`config.mk`:
```
export PLATFORM = sky130hd
export DESIGN_NAME = tcm_mux_ctrl
export DESIGN_NICKNAME = d
export VERILOG_FILES = /design/src/hdl/tcm_pkg.sv /design/src/hdl/tcm_sync.sv /design/src/hdl/tcm_bus_cond.sv /design/src/hdl/tcm_mux_ctrl.sv
export SDC_FILE = /design/constraint.sdc
export NUM_CORES = 1
export LEC_CHECK = 0
export BUFFER_PORTS_ARGS = -buffer_cell sky130_fd_sc_hd__clkbuf_2
export CAP_MARGIN = 30
export CORE_UTILIZATION = 50
export CTS_BUF_LIST = sky130_fd_sc_hd__clkbuf_2
export CTS_CLUSTER_SIZE = 12
export DETAILED_ROUTE_END_ITERATION = 12
export PLACE_DENSITY_LB_ADDON = 0.25
export SLEW_MARGIN = 10
export SYNTH_ARGS = -nofsm -noshare
export SYNTH_HDL_FRONTEND = slang
export SYNTH_SLANG_ARGS = --single-unit
```
`constraint.sdc`:
```
create_clock -name clock -period 2.6 [get_ports clock]
set_clock_uncertainty 0.15 [all_clocks]
set_input_delay 0.52 -clock clock [delete_from_list [all_inputs] [get_ports clock]]
set_output_delay 0.52 -clock clock [all_outputs]
set_load 0.05 [all_outputs]
```
`src/hdl/tcm_pkg.sv`:
```
// shared constants and types of the two-channel mux control block
package tcm_pkg;

  // widths of the serial byte and the address strap group
  localparam int BYTE_W = 8;
  localparam int ADDR_PIN_W = 3;
  localparam int DEV_ADDR_W = 7;
  localparam int ADDR_HI_W = DEV_ADDR_W - ADDR_PIN_W;

  // upper slave address bits above the strap pins, value arbitrary
  localparam logic [ADDR_HI_W-1:0] DEV_ADDR_HI_DEFAULT = 4'h7;

  // bit counter values of one byte
  localparam logic [3:0] CNT_ZERO = 4'h0;
  localparam logic [3:0] CNT_ONE = 4'h1;
  localparam logic [3:0] CNT_FULL = 4'h8;

  // direction bit of the address byte
  localparam logic DIR_READ = 1'b1;
  localparam logic DIR_WRITE = 1'b0;

  // control byte field positions
  localparam int chan_enable_bit = 2;
  localparam int chan_sel_mid_bit = 1;
  localparam int chan_sel_lsb = 0;
  localparam int STAT_IRQ1_BIT = 5;
  localparam int STAT_IRQ0_BIT = 4;
  localparam int CTRL_STORED_W = 4;

  // reset values
  localparam logic [CTRL_STORED_W-1:0] CTRL_RESET = 4'h0;
  localparam logic [1:0] READ_TOP_ZERO = 2'h0;

  // downstream connect vector, one bit per channel
  localparam logic [1:0] CONNECT_NONE = 2'h0;
  localparam logic [1:0] CONNECT_CHAN0 = 2'h1;
  localparam logic [1:0] CONNECT_CHAN1 = 2'h2;

  // idle levels seen by the synchronisers at reset
  localparam logic [1:0] LINE_IDLE = 2'h3;
  localparam logic [1:0] IRQ_IDLE = 2'h3;
  localparam logic [2:0] STRAP_RESET = 3'h0;

  // upstream serial pair after synchronisation
  typedef struct packed {
    logic scl;
    logic sda;
  } tcm_line_type;

  // active-high pending flags per channel
  typedef struct packed {
    logic chan1;
    logic chan0;
  } tcm_irq_type;

  // serial slave states
  typedef enum logic [2:0] {
    ST_IDLE,
    ST_ADDR,
    ST_ADDR_ACK,
    ST_WRITE,
    ST_WRITE_ACK,
    ST_READ,
    ST_READ_ACK
  } tcm_state_type;

endpackage

```
`src/hdl/tcm_sync.sv`:
```
// two-flop synchroniser for a group of pin inputs
`timescale 1ns/1ps
`default_nettype none
module tcm_sync #(
  parameter int WIDTH = 1,
  parameter logic [WIDTH-1:0] RESET_VAL = '0
) (
  // clock and reset
  input wire logic clock,
  input wire logic rst_b,
  // pins in, synchronised out
  input wire logic [WIDTH-1:0] pinIn,
  output logic [WIDTH-1:0] syncOut
);

  // widths below one cannot be served
  if (WIDTH < 1) begin : g_bad_width
    $error("tcm_sync needs a width of at least one");
  end

  // one pair of flops per bit; the first stage feeds only the second
  for (genvar i = 0; i < WIDTH; i++) begin : g_bit
    logic meta_q;
    always_ff @(posedge clock or negedge rst_b) begin
      if (!rst_b) begin
        meta_q <= RESET_VAL[i];
        syncOut[i] <= RESET_VAL[i];
      end else begin
        meta_q <= pinIn[i];
        syncOut[i] <= meta_q;
      end
    end
  end

endmodule
`default_nettype wire

```
`src/hdl/tcm_bus_cond.sv`:
```
// start, stop and clock edge detection on the synchronised upstream pair
`timescale 1ns/1ps
`default_nettype none
module tcm_bus_cond
  import tcm_pkg::*;
(
  // clock and reset
  input wire logic clock,
  input wire logic rst_b,
  // synchronised lines
  input wire tcm_line_type lineIn,
  // one-cycle events
  output logic startSeen,
  output logic stopSeen,
  output logic sclRise,
  output logic sclFall
);

  tcm_line_type prev_q;

  // previous line levels
  always_ff @(posedge clock or negedge rst_b) begin
    if (!rst_b) begin
      prev_q <= LINE_IDLE;
    end else begin
      prev_q <= lineIn;
    end
  end

  // data edges with clock high are bus conditions
  assign startSeen = prev_q.scl && lineIn.scl && prev_q.sda && !lineIn.sda;
  assign stopSeen = prev_q.scl && lineIn.scl && !prev_q.sda && lineIn.sda;
  assign sclRise = !prev_q.scl && lineIn.scl;
  assign sclFall = prev_q.scl && !lineIn.scl;

endmodule
`default_nettype wire

```
`src/hdl/tcm_mux_ctrl.sv`:
```
// serial slave, control byte, channel select and interrupt merge of the mux
`timescale 1ns/1ps
`default_nettype none
// Behaviour
// - low three slave address bits come from three strap pins
// - last address bit one means read, zero means write
// - every written data byte lands in the control byte; last wins
// - control byte can be written and read over the serial bus
// - low bits 10x pick channel bit0; 0xx or 11x pick none
// - never more than one downstream channel connected
// - new selection connects only after a stop on the upstream bus
// - reset clears control byte and serial state; no channel connected
// - interrupt output pulled low while either channel input is low
// - interrupt detection works whether or not that channel is selected
// - read byte bit5 shows channel 1 pending, bit4 channel 0
// - interrupt levels are captured when the read byte is loaded
// - both pending bits may be set together
// - interrupt inputs double as general inputs read via status bits
// - serial interface works from static up to 400 kHz
// - device pulls data low in the ack slot after a matching address byte and after each received data byte
// - data falling with clock high is start, rising is stop
module tcm_mux_ctrl
  import tcm_pkg::*;
#(
  parameter logic [ADDR_HI_W-1:0] DEV_ADDR_HI = DEV_ADDR_HI_DEFAULT
) (
  // clock and reset
  input wire logic clock,
  input wire logic rst_b,
  // upstream serial pair
  input wire logic scl,
  input wire logic sdaIn,
  output logic sdaOut,
  output logic sdaOe,
  // address straps
  input wire logic addr_sel_pin_lo,
  input wire logic addr_sel_pin_mid,
  input wire logic addr_sel_pin_hi,
  // per-channel interrupt inputs
  input wire logic chan0_irq_in_n,
  input wire logic chan1_irq_in_n,
  // merged open-drain interrupt output
  output logic irqOut,
  output logic irqOutOe,
  // pass gate enables of the downstream pairs
  output logic down0Connect,
  output logic down1Connect
);

  // synchronised pins
  tcm_line_type line;
  logic [ADDR_PIN_W-1:0] strap;
  logic [1:0] irqSyncN;
  tcm_irq_type irqPend;

  // bus events
  logic startSeen;
  logic stopSeen;
  logic sclRise;
  logic sclFall;

  // serial engine state
  tcm_state_type state_q;
  logic [3:0] cnt_q;
  logic [BYTE_W-1:0] shift_q;
  logic [BYTE_W-1:0] tx_q;
  logic rw_q;
  logic masterAck_q;
  logic sdaLow_q;

  // control byte, downstream connect and interrupt output
  logic [CTRL_STORED_W-1:0] ctrl_q;
  logic [1:0] connect_q;
  logic irqLow_q;

  // derived terms
  logic [DEV_ADDR_W-1:0] myAddr;
  logic addrMatch;
  logic byteDone;
  logic [BYTE_W-1:0] readByte;
  logic [1:0] selDecode;

  // upstream pair through two flops each
  tcm_sync #(
    .WIDTH(2),
    .RESET_VAL(LINE_IDLE)
  ) u_line_sync (
    .clock(clock),
    .rst_b(rst_b),
    .pinIn({scl, sdaIn}),
    .syncOut(line)
  );

  // strap pins through two flops
  tcm_sync #(
    .WIDTH(ADDR_PIN_W),
    .RESET_VAL(STRAP_RESET)
  ) u_strap_sync (
    .clock(clock),
    .rst_b(rst_b),
    .pinIn({addr_sel_pin_hi, addr_sel_pin_mid, addr_sel_pin_lo}),
    .syncOut(strap)
  );

  // interrupt inputs through two flops
  tcm_sync #(
    .WIDTH(2),
    .RESET_VAL(IRQ_IDLE)
  ) u_irq_sync (
    .clock(clock),
    .rst_b(rst_b),
    .pinIn({chan1_irq_in_n, chan0_irq_in_n}),
    .syncOut(irqSyncN)
  );

  // start, stop and clock edges
  tcm_bus_cond u_cond (
    .clock(clock),
    .rst_b(rst_b),
    .lineIn(line),
    .startSeen(startSeen),
    .stopSeen(stopSeen),
    .sclRise(sclRise),
    .sclFall(sclFall)
  );

  // pending flags, independent of the selected channel
  assign irqPend.chan1 = !irqSyncN[1];
  assign irqPend.chan0 = !irqSyncN[0];

  // own address: fixed upper bits, straps below
  assign myAddr = {DEV_ADDR_HI, strap};
  assign addrMatch = (shift_q[BYTE_W-1:1] == myAddr);
  assign byteDone = sclFall && (cnt_q == CNT_FULL);

  // byte returned on a read
  always_comb begin
    readByte = '0;
    readByte[BYTE_W-1:STAT_IRQ1_BIT+1] = READ_TOP_ZERO;
    readByte[STAT_IRQ1_BIT] = irqPend.chan1;
    readByte[STAT_IRQ0_BIT] = irqPend.chan0;
    readByte[CTRL_STORED_W-1:0] = ctrl_q;
  end

  // channel decode of the stored low bits
  always_comb begin
    selDecode = CONNECT_NONE;
    if (ctrl_q[chan_enable_bit] && !ctrl_q[chan_sel_mid_bit]) begin
      if (ctrl_q[chan_sel_lsb]) begin
        selDecode = CONNECT_CHAN1;
      end else begin
        selDecode = CONNECT_CHAN0;
      end
    end
  end

  // serial state, bit counter and direction
  always_ff @(posedge clock or negedge rst_b) begin
    if (!rst_b) begin
      state_q <= ST_IDLE;
      cnt_q <= CNT_ZERO;
      rw_q <= DIR_WRITE;
      masterAck_q <= 1'b0;
    end else if (startSeen) begin
      state_q <= ST_ADDR;
      cnt_q <= CNT_ZERO;
    end else if (stopSeen) begin
      state_q <= ST_IDLE;
      cnt_q <= CNT_ZERO;
    end else begin
      case (state_q)
        ST_ADDR: begin
          if (sclRise) begin
            cnt_q <= cnt_q + CNT_ONE;
          end else if (byteDone) begin
            cnt_q <= CNT_ZERO;
            rw_q <= shift_q[0];
            state_q <= addrMatch ? ST_ADDR_ACK : ST_IDLE;
          end
        end
        ST_ADDR_ACK: begin
          if (sclFall) begin
            if (rw_q == DIR_READ) begin
              state_q <= ST_READ;
              cnt_q <= CNT_ONE;
            end else begin
              state_q <= ST_WRITE;
              cnt_q <= CNT_ZERO;
            end
          end
        end
        ST_WRITE: begin
          if (sclRise) begin
            cnt_q <= cnt_q + CNT_ONE;
          end else if (byteDone) begin
            cnt_q <= CNT_ZERO;
            state_q <= ST_WRITE_ACK;
          end
        end
        ST_WRITE_ACK: begin
          if (sclFall) begin
            state_q <= ST_WRITE;
          end
        end
        ST_READ: begin
          if (sclFall) begin
            if (cnt_q == CNT_FULL) begin
              cnt_q <= CNT_ZERO;
              state_q <= ST_READ_ACK;
            end else begin
              cnt_q <= cnt_q + CNT_ONE;
            end
          end
        end
        ST_READ_ACK: begin
          if (sclRise) begin
            masterAck_q <= !line.sda;
            if (line.sda) begin
              state_q <= ST_IDLE;
            end
          end else if (sclFall && masterAck_q) begin
            state_q <= ST_READ;
            cnt_q <= CNT_ONE;
          end
        end
        default: begin
          state_q <= ST_IDLE;
        end
      endcase
    end
  end

  // receive shifter, sampled on the rising clock
  always_ff @(posedge clock or negedge rst_b) begin
    if (!rst_b) begin
      shift_q <= '0;
    end else if (sclRise && (state_q == ST_ADDR || state_q == ST_WRITE)) begin
      shift_q <= {shift_q[BYTE_W-2:0], line.sda};
    end
  end

  // transmit shifter, loaded with live interrupt levels
  always_ff @(posedge clock or negedge rst_b) begin
    if (!rst_b) begin
      tx_q <= '0;
    end else if (sclFall) begin
      if (state_q == ST_ADDR_ACK && rw_q == DIR_READ) begin
        tx_q <= {readByte[BYTE_W-2:0], 1'b0};
      end else if (state_q == ST_READ_ACK && masterAck_q) begin
        tx_q <= {readByte[BYTE_W-2:0], 1'b0};
      end else if (state_q == ST_READ) begin
        tx_q <= {tx_q[BYTE_W-2:0], 1'b0};
      end
    end
  end

  // data line drive, changed only while the clock is low
  always_ff @(posedge clock or negedge rst_b) begin
    if (!rst_b) begin
      sdaLow_q <= 1'b0;
    end else if (startSeen || stopSeen) begin
      sdaLow_q <= 1'b0;
    end else if (sclFall) begin
      case (state_q)
        ST_ADDR: begin
          sdaLow_q <= byteDone && addrMatch;
        end
        ST_ADDR_ACK: begin
          sdaLow_q <= (rw_q == DIR_READ) ? !readByte[BYTE_W-1] : 1'b0;
        end
        ST_WRITE: begin
          sdaLow_q <= byteDone;
        end
        ST_READ: begin
          sdaLow_q <= (cnt_q == CNT_FULL) ? 1'b0 : !tx_q[BYTE_W-1];
        end
        ST_READ_ACK: begin
          sdaLow_q <= masterAck_q && !readByte[BYTE_W-1];
        end
        default: begin
          sdaLow_q <= 1'b0;
        end
      endcase
    end
  end

  // control byte, last written byte wins
  always_ff @(posedge clock or negedge rst_b) begin
    if (!rst_b) begin
      ctrl_q <= CTRL_RESET;
    end else if (byteDone && state_q == ST_WRITE) begin
      ctrl_q <= shift_q[CTRL_STORED_W-1:0];
    end
  end

  // downstream connect follows the selection only at a stop
  always_ff @(posedge clock or negedge rst_b) begin
    if (!rst_b) begin
      connect_q <= CONNECT_NONE;
    end else if (stopSeen) begin
      connect_q <= selDecode;
    end
  end

  // merged interrupt, low while any input is low
  always_ff @(posedge clock or negedge rst_b) begin
    if (!rst_b) begin
      irqLow_q <= 1'b0;
    end else begin
      irqLow_q <= irqPend.chan0 || irqPend.chan1;
    end
  end

  // open-drain pins only ever pull low
  assign sdaOut = 1'b0;
  assign sdaOe = sdaLow_q;
  assign irqOut = 1'b0;
  assign irqOutOe = irqLow_q;
  assign down0Connect = connect_q[0];
  assign down1Connect = connect_q[1];

endmodule
`default_nettype wire

```
---- After elaboration in Yosys (flattened, before gate mapping) ----
Index checks and enable logic that the tools add are counted.
storage, ports and cells
  register bits after elaboration ......... 49
  bits of input ports ..................... 9
  output and inout bits ................... 6
  logic and storage cells ................. 123
operators by class
  add/subtract/negate cells ............... 1
  eq/ne operators ......................... 21
  multiplexer cells ....................... 37
  bitwise logic cells ..................... 3
  reduce and logical (&&, ||, !) cells .... 35
operator list
  operator               number
  $mux W3                14
  $ne A4 B4 Y1 const B   10
  $mux W4                9
  $mux W8                3
  $pmux W3 S6            1
  $pmux W4 S4            1
  $logic_and A1 B1 Y1    15
  $reduce_and A10 Y1     1
  $eq A3 B3 Y1 const B   3
  $logic_not A1 Y1       8
  $eq A7 B6 Y1           1
  $eq A3 B2 Y1 const B   2
  $mux W2                3
  $reduce_and A6 Y1      1
  $reduce_bool A6 Y1     1
  $mux W1                5
  $ne A5 B1 Y1 const B   1
  $ne A5 B4 Y1 const B   1
  $ne A5 B5 Y1 const B   1
  $pmux W1 S5            1
  $reduce_and A5 Y1      1
  $add A4 B1 Y4 const B  1
  $eq A4 B4 Y1 const B   1
  $reduce_and A4 Y1      1
  7 further kinds        11

---- Longest topological paths before layout ----
  depth after elaboration ................. 8
  gate-level depth with buffers ........... 7
  depth with buffers taken out ............ 7

---- Cells and area by module ----
From an unflattened synthesis, not the netlist that was laid out.
unflattened totals
  cells, all modules ...................... 186
  area total of the unflattened synthesis .. 2197.1 sq um
by module, submodules not included
  module                     instances  cells each  area an instance (sq um)
  tcm_mux_ctrl               1          166         1749.2
  tcm_sync (u_irq_sync ...)  2          4           105.1
  tcm_sync (u_strap_sync)    1          6           150.1
  tcm_bus_cond               1          6           87.6

---- Worst setup path before layout ----
Ideal clock, no wire load.
  path type ............................... reg-to-reg
  from .................................... register u_cond.prev_q[1] (netlist bit)
  to ...................................... register cnt_q[3]
  setup time .............................. 0.081 ns
  data arrival time ....................... 1.638 ns
  required time ........................... 2.369 ns
  path slack .............................. 0.731 ns
  stages on the path, launching flop included .. 7
  buffers on the path ..................... 1
  period minus slack after synthesis ...... 1.869 ns
  cells stage by stage .................... dfstp_2 -> nand2b_1 -> buf_6 -> o221ai_2 -> o32ai_2 -> or4_1 -> o211ai_2
on the way
  longest elaborated chain between the ends .. 6
  elaborated cells between the ends (all ways) .. 21
ends and longest elaborated chain
  element                 line                 source
  start, declared         tcm_bus_cond.sv:19   tcm_line_type prev_q;
  start signal, assigned  tcm_bus_cond.sv:26   prev_q <= lineIn;
  $logic_not A1 Y1        tcm_bus_cond.sv:33   assign sclRise = !prev_q.scl && lineIn.scl;
  $logic_and A1 B1 Y1     tcm_bus_cond.sv:33
  $mux W4                 tcm_mux_ctrl.sv:193  if (sclRise) begin
  $pmux W4 S4             tcm_mux_ctrl.sv:171  case (state_q)
  $mux W4                 tcm_mux_ctrl.sv:167  end else if (stopSeen) begin
  $mux W4                 tcm_mux_ctrl.sv:164  end else if (startSeen) begin
  end signal, assigned    tcm_mux_ctrl.sv:174  cnt_q <= cnt_q + CNT_ONE;
  end signal, assigned    tcm_mux_ctrl.sv:194  cnt_q <= cnt_q + CNT_ONE;
  end signal, assigned    tcm_mux_ctrl.sv:211  cnt_q <= cnt_q + CNT_ONE;
  end, declared           tcm_mux_ctrl.sv:64   logic [3:0] cnt_q;
Several ways; a longest one is shown, not always the timed one.
A chain may end at the register's enable or synchronous reset.

---- Worst setup path in the final report ----
  from .................................... register state_q[0]
  to ...................................... register cnt_q[3]
on the way
  longest elaborated chain between the ends .. 5
  elaborated cells between the ends (all ways) .. 16
ends and longest elaborated chain
  element                                              line                 source
  start, declared                                      tcm_mux_ctrl.sv:63   tcm_state_type state_q;
  start signal, assigned                               tcm_mux_ctrl.sv:178  state_q <= addrMatch ? ST_ADDR_ACK : ST_IDLE;
  $eq A3 B1 Y1 / $eq A3 B2 Y1 (equally long branches)  tcm_mux_ctrl.sv:171
  $reduce_or A2 Y1 (no line)                           --
  $pmux W4 S4                                          tcm_mux_ctrl.sv:171
  $mux W4                                              tcm_mux_ctrl.sv:167
  $mux W4                                              tcm_mux_ctrl.sv:164
Several ways; a longest one is shown, not always the timed one.

==> run_results.csv <==
group,metric,value,unit
status,result_of_the_run,"finished, final reports clean",
detailed_routing,vias,1443,
worst_setup_path,critPathLaunch,"state_q[0]$_DFFE_PN0P_",
worst_setup_path,r2r-end,"cnt_q[3]$_DFFE_PN0P_",
cts,cts_buffers,5,
sta,clock.fmax,456.4,MHz
detailed_routing,route.detailed.wl_per_inst,14.54,um
worst_setup_path,crit_required,2.80,ns
detailed_routing,drc,0,
grt,track_usage,19.39,%
sta,setup_viol,0,
synth,postSynthRegisterBits,48,
sta,rsz0062_at_grt,"false",
layout,diodes,0,
cts,cts_htree_levels,2,
detailed_routing,ratio_of_routed_vias_to_standard_cells,5.593,
synth,yosys_warn_count,0,
sta,timing_hold_violations_final,0,
synth,number_of_enable_type_register_cells_in_the_synthesized_netlist,0,
floorplanning,fp.dieArea,0.004591,mm2
layout,final_instance_area,0.002385,mm2
cts,clk_transition_reported_paths,0.23,ns
cts,cts_sinks,48,
hold_path,min-delay-path-class,"flip-flop to flip-flop",
worst_setup_path,critical_path.max_fanout,18,
power,power.density_cell_area,530.9,mW/mm2
place,placement.io_buffers,12,
synth,synth_cell_type_count,47,
sta,period_minus_slack,2.191,ns
sta,timing.max_slew.rel_slack,60.74,%
worst_setup_path,timing.reg2reg.setup_slack,0.41,ns
worst_setup_path,cp_data_arrival_time,2.39,ns
floorplanning,core_area,0.004086,mm2
floorplanning,floorplan.die.height,67.76,um
floorplanning,io-pin-count,15,
worst_setup_path,worst_r2r_startpoint,"state_q[0]$_DFFE_PN0P_",
power,leakagePower,1.064,nW
grt,overflow,0,
place,gp_congestion,0.8217,
grt,grt_pass1_wl,6458,um
sta,finalMaxSlewViolations,0,
run,max_cap_violations,0,
cts,clock_tree.buffer_depth,2,
detailed_routing,totalWireLength,3752,um
sta,final_min_period_over_clock_period,84.27,%
grt,first_global_vias,1362,
sta,pin_slew_with_the_least_headroom_to_its_limit,0.5889,ns
worst_setup_path,ff2ff_path_depth,5,
worst_setup_path,worstSetupStartpointType,"flip-flop",
layout,layout.core_utilization,58.36,%
power,power.ir.vdd_worst,397.4,uV
detailed_routing,route.antenna.remaining_nets,0,
synth,synth.yosys.seq_area_share,56.13,%
grt,antenna_found_initial,0,
synth,ys_async_sr_fraction,100.0,%
sta,sum_neg_setup_slack,0,ns
floorplanning,rows,23,
worst_setup_path,worstSetupEndpoint,"cnt_q[3]$_DFFE_PN0P_",
synth,postSynthCellCount,188,
place,placed_area,0.002237,mm2
synth,syn_area,0.002162,mm2
grt,grt_start_max_net_pins,49,
layout,drive_above_1_share,26.44,%
detailed_routing,drt_pass1_iterations,4,
layout,net_count_final,218,
detailed_routing,dr.first_iter.drc_count,96,
synth,postSynth.topFlopCell,"sky130_fd_sc_hd__dfrtp_1",
worst_setup_path,crit_path_end_kind,"flip-flop",
cts,clk-insertion-delay-late,0.41,ns
cts,cts_root_buffer,"sky130_fd_sc_hd__clkbuf_2",
cts,cts_resized,0,
synth,synthesis.area_per_instance,11.50,um2
place,detailedPlacementHpwl,2590,um
cts,tritoncts_clock_tree,"yes",
floorplanning,die-width,67.76,um
floorplanning,initial_util,52.91,%
layout,synth_to_final_area_change,10.30,%
worst_setup_path,timing_worst_setup_path_type,"flip-flop to flip-flop",
## synth_stat cells (all sizes together), types with 2 or more instances
| cell type | number | area (um2) |
|---|---|---|
| dfrtp | 38 | 950.9 |
| nand2 | 17 | 63.81 |
| o21ai | 17 | 85.08 |
| mux2 | 13 | 146.4 |
| dfstp | 10 | 262.8 |
| nor2 | 8 | 32.54 |
| nand2b | 7 | 46.30 |
| a21oi | 6 | 30.03 |
| buf | 6 | 43.79 |
| nand3 | 6 | 30.03 |
| o31ai | 5 | 37.54 |
| clkbuf | 4 | 15.01 |
| inv | 4 | 15.01 |
| mux2i | 4 | 40.04 |
| nor2b | 4 | 25.02 |
| a21o | 3 | 23.77 |
| nand3b | 3 | 22.52 |
| o211ai | 3 | 32.53 |
| or2 | 3 | 18.77 |
| xor2 | 3 | 26.28 |
| ha | 2 | 25.02 |
| o221a | 2 | 22.52 |
| o41ai | 2 | 17.52 |
| or4 | 2 | 15.01 |
| xnor2 | 2 | 17.52 |
## area by class of cell
cell class | instances | area, um2
tap | 50 | 62.56
clock inverter | 3 | 42.54
multi-input combinational | 127 | 878.3
inverter | 4 | 15.01
clock buffer | 5 | 25.02
fill | 344 | 1702
sequential | 48 | 1214
timing repair buffer | 21 | 147.6
## layout by cell type (no fill, tap or decap), types with 2 or more instances in the layout
| master | n |
|---|---|
| sky130_fd_sc_hd__a21o_1 | 2 |
| sky130_fd_sc_hd__dfrtp_1 | 38 |
| sky130_fd_sc_hd__xor2_1 | 3 |
| sky130_fd_sc_hd__nand2b_1 | 6 |
| sky130_fd_sc_hd__conb_1 | 2 |
| sky130_fd_sc_hd__mux2i_1 | 4 |
| sky130_fd_sc_hd__dfstp_2 | 10 |
| sky130_fd_sc_hd__or2_2 | 2 |
| sky130_fd_sc_hd__o21ai_0 | 16 |
| sky130_fd_sc_hd__a21oi_1 | 6 |
| sky130_fd_sc_hd__o41ai_1 | 2 |
| sky130_fd_sc_hd__nand2_1 | 17 |
| sky130_fd_sc_hd__nand3b_1 | 3 |
| sky130_fd_sc_hd__o221a_2 | 2 |
| sky130_fd_sc_hd__dlygate4sd3_1 | 8 |
| sky130_fd_sc_hd__o211ai_2 | 2 |
| sky130_fd_sc_hd__nor2b_1 | 4 |
| sky130_fd_sc_hd__ha_1 | 2 |
| sky130_fd_sc_hd__xnor2_1 | 2 |
| sky130_fd_sc_hd__inv_1 | 4 |
| sky130_fd_sc_hd__clkbuf_2 | 17 |
| sky130_fd_sc_hd__o31ai_1 | 5 |
| sky130_fd_sc_hd__or4_1 | 2 |
| sky130_fd_sc_hd__mux2_2 | 13 |
| sky130_fd_sc_hd__nand3_1 | 6 |
| sky130_fd_sc_hd__nor2_1 | 7 |
## routing by layer
metal	vias up	part of all wire [%]	GRT usage, %
met5	-	0	0
met4	0	0.45	5.851
met3	2	3.4	6.250
met2	31	48	28.71
met1	697	48	26.91
li1	713	-	-
## worst min path at each step
stage                     depth (start not counted)  slack (ns)                                endpoint                                   start
after floorplan                                   0        0.07                    cnt_q[0]$_DFFE_PN0P_                                   rst_b
after global placement                            0        0.18       u_strap_sync.syncOut[2]$_DFF_PN0_  u_strap_sync.g_bit[2].meta_q$_DFF_PN0_
after detailed placement                          0        0.19       u_strap_sync.syncOut[2]$_DFF_PN0_  u_strap_sync.g_bit[2].meta_q$_DFF_PN0_
after CTS                                         1      0.0005  u_strap_sync.g_bit[1].meta_q$_DFF_PN0_                        addr_sel_pin_mid
after global routing                              0        0.23        u_line_sync.syncOut[1]$_DFF_PN1_   u_line_sync.g_bit[1].meta_q$_DFF_PN1_
final                                             0        0.22         u_irq_sync.syncOut[1]$_DFF_PN1_    u_irq_sync.g_bit[1].meta_q$_DFF_PN1_
## where the power goes
part / leakage (nW) / internal (mW) / total, mW / switching (mW)
clock: 0.0406 / 0.162 / 0.392 / 0.231
combinational: 0.407 / 0.0317 / 0.0801 / 0.0484
sequential: 0.617 / 0.775 / 0.794 / 0.0188
total: 1.06 / 0.968 / 1.27 / 0.298
## worst max-delay path: stages (launching register included)
cell and delay (ns):
sky130_fd_sc_hd__dfrtp_1 0.72, sky130_fd_sc_hd__nor2b_1 0.26, sky130_fd_sc_hd__and3_1 0.20, sky130_fd_sc_hd__o211ai_1 0.20, sky130_fd_sc_hd__or4_1 0.54, sky130_fd_sc_hd__o211ai_2 0.08
## registers in the layout, summed over array words and instances, names as in the netlist, 2 cells and up
register and flops:
u_line_sync.g_bit.meta_q 2, tx_q 7, u_line_sync.syncOut 2, u_irq_sync.syncOut 2, u_irq_sync.g_bit.meta_q 2, u_cond.prev_q 2, cnt_q 4, u_strap_sync.syncOut 3
connect_q 2, ctrl_q 4, state_q 3, shift_q 8, u_strap_sync.g_bit.meta_q 3
## cell families after synthesis
group / count (synthesis) / synth area share, %
AO/OA/AOI/OAI: 46 / 15.10
adder cells (fa/ha/maj): 2 / 1.157
XOR/XNOR: 5 / 2.026
multiplexers: 17 / 8.623
other: 1 / 0.1734
buffers and inverters: 14 / 3.414
flip-flops: 48 / 56.13
AND/OR/NAND/NOR: 55 / 13.37
## repair_timing
item	CTS	global route
hold buffers	5	3
setup buffers	0	0
hold endpoints to repair	5	3
## per-stage QoR
stage / setup WS, ns / hold WS [ns] / power (mW) / cells
3_3_place_gp: 0.5480 / 0.1834 / 0.8728 / 242
3_5_place_dp: 0.4318 / 0.1894 / 0.8776 / 242
5_1_grt: 0.2298 / 0.2269 / 1.322 / 258
6_report: 0.4089 / 0.2229 / 1.266 / 258
4_1_cts: 0.4117 / 0.0004818 / 1.280 / 255
2_1_floorplan: 0.7309 / 0.07441 / 0.8472 / 189
(Power assumes the default switching activity.)
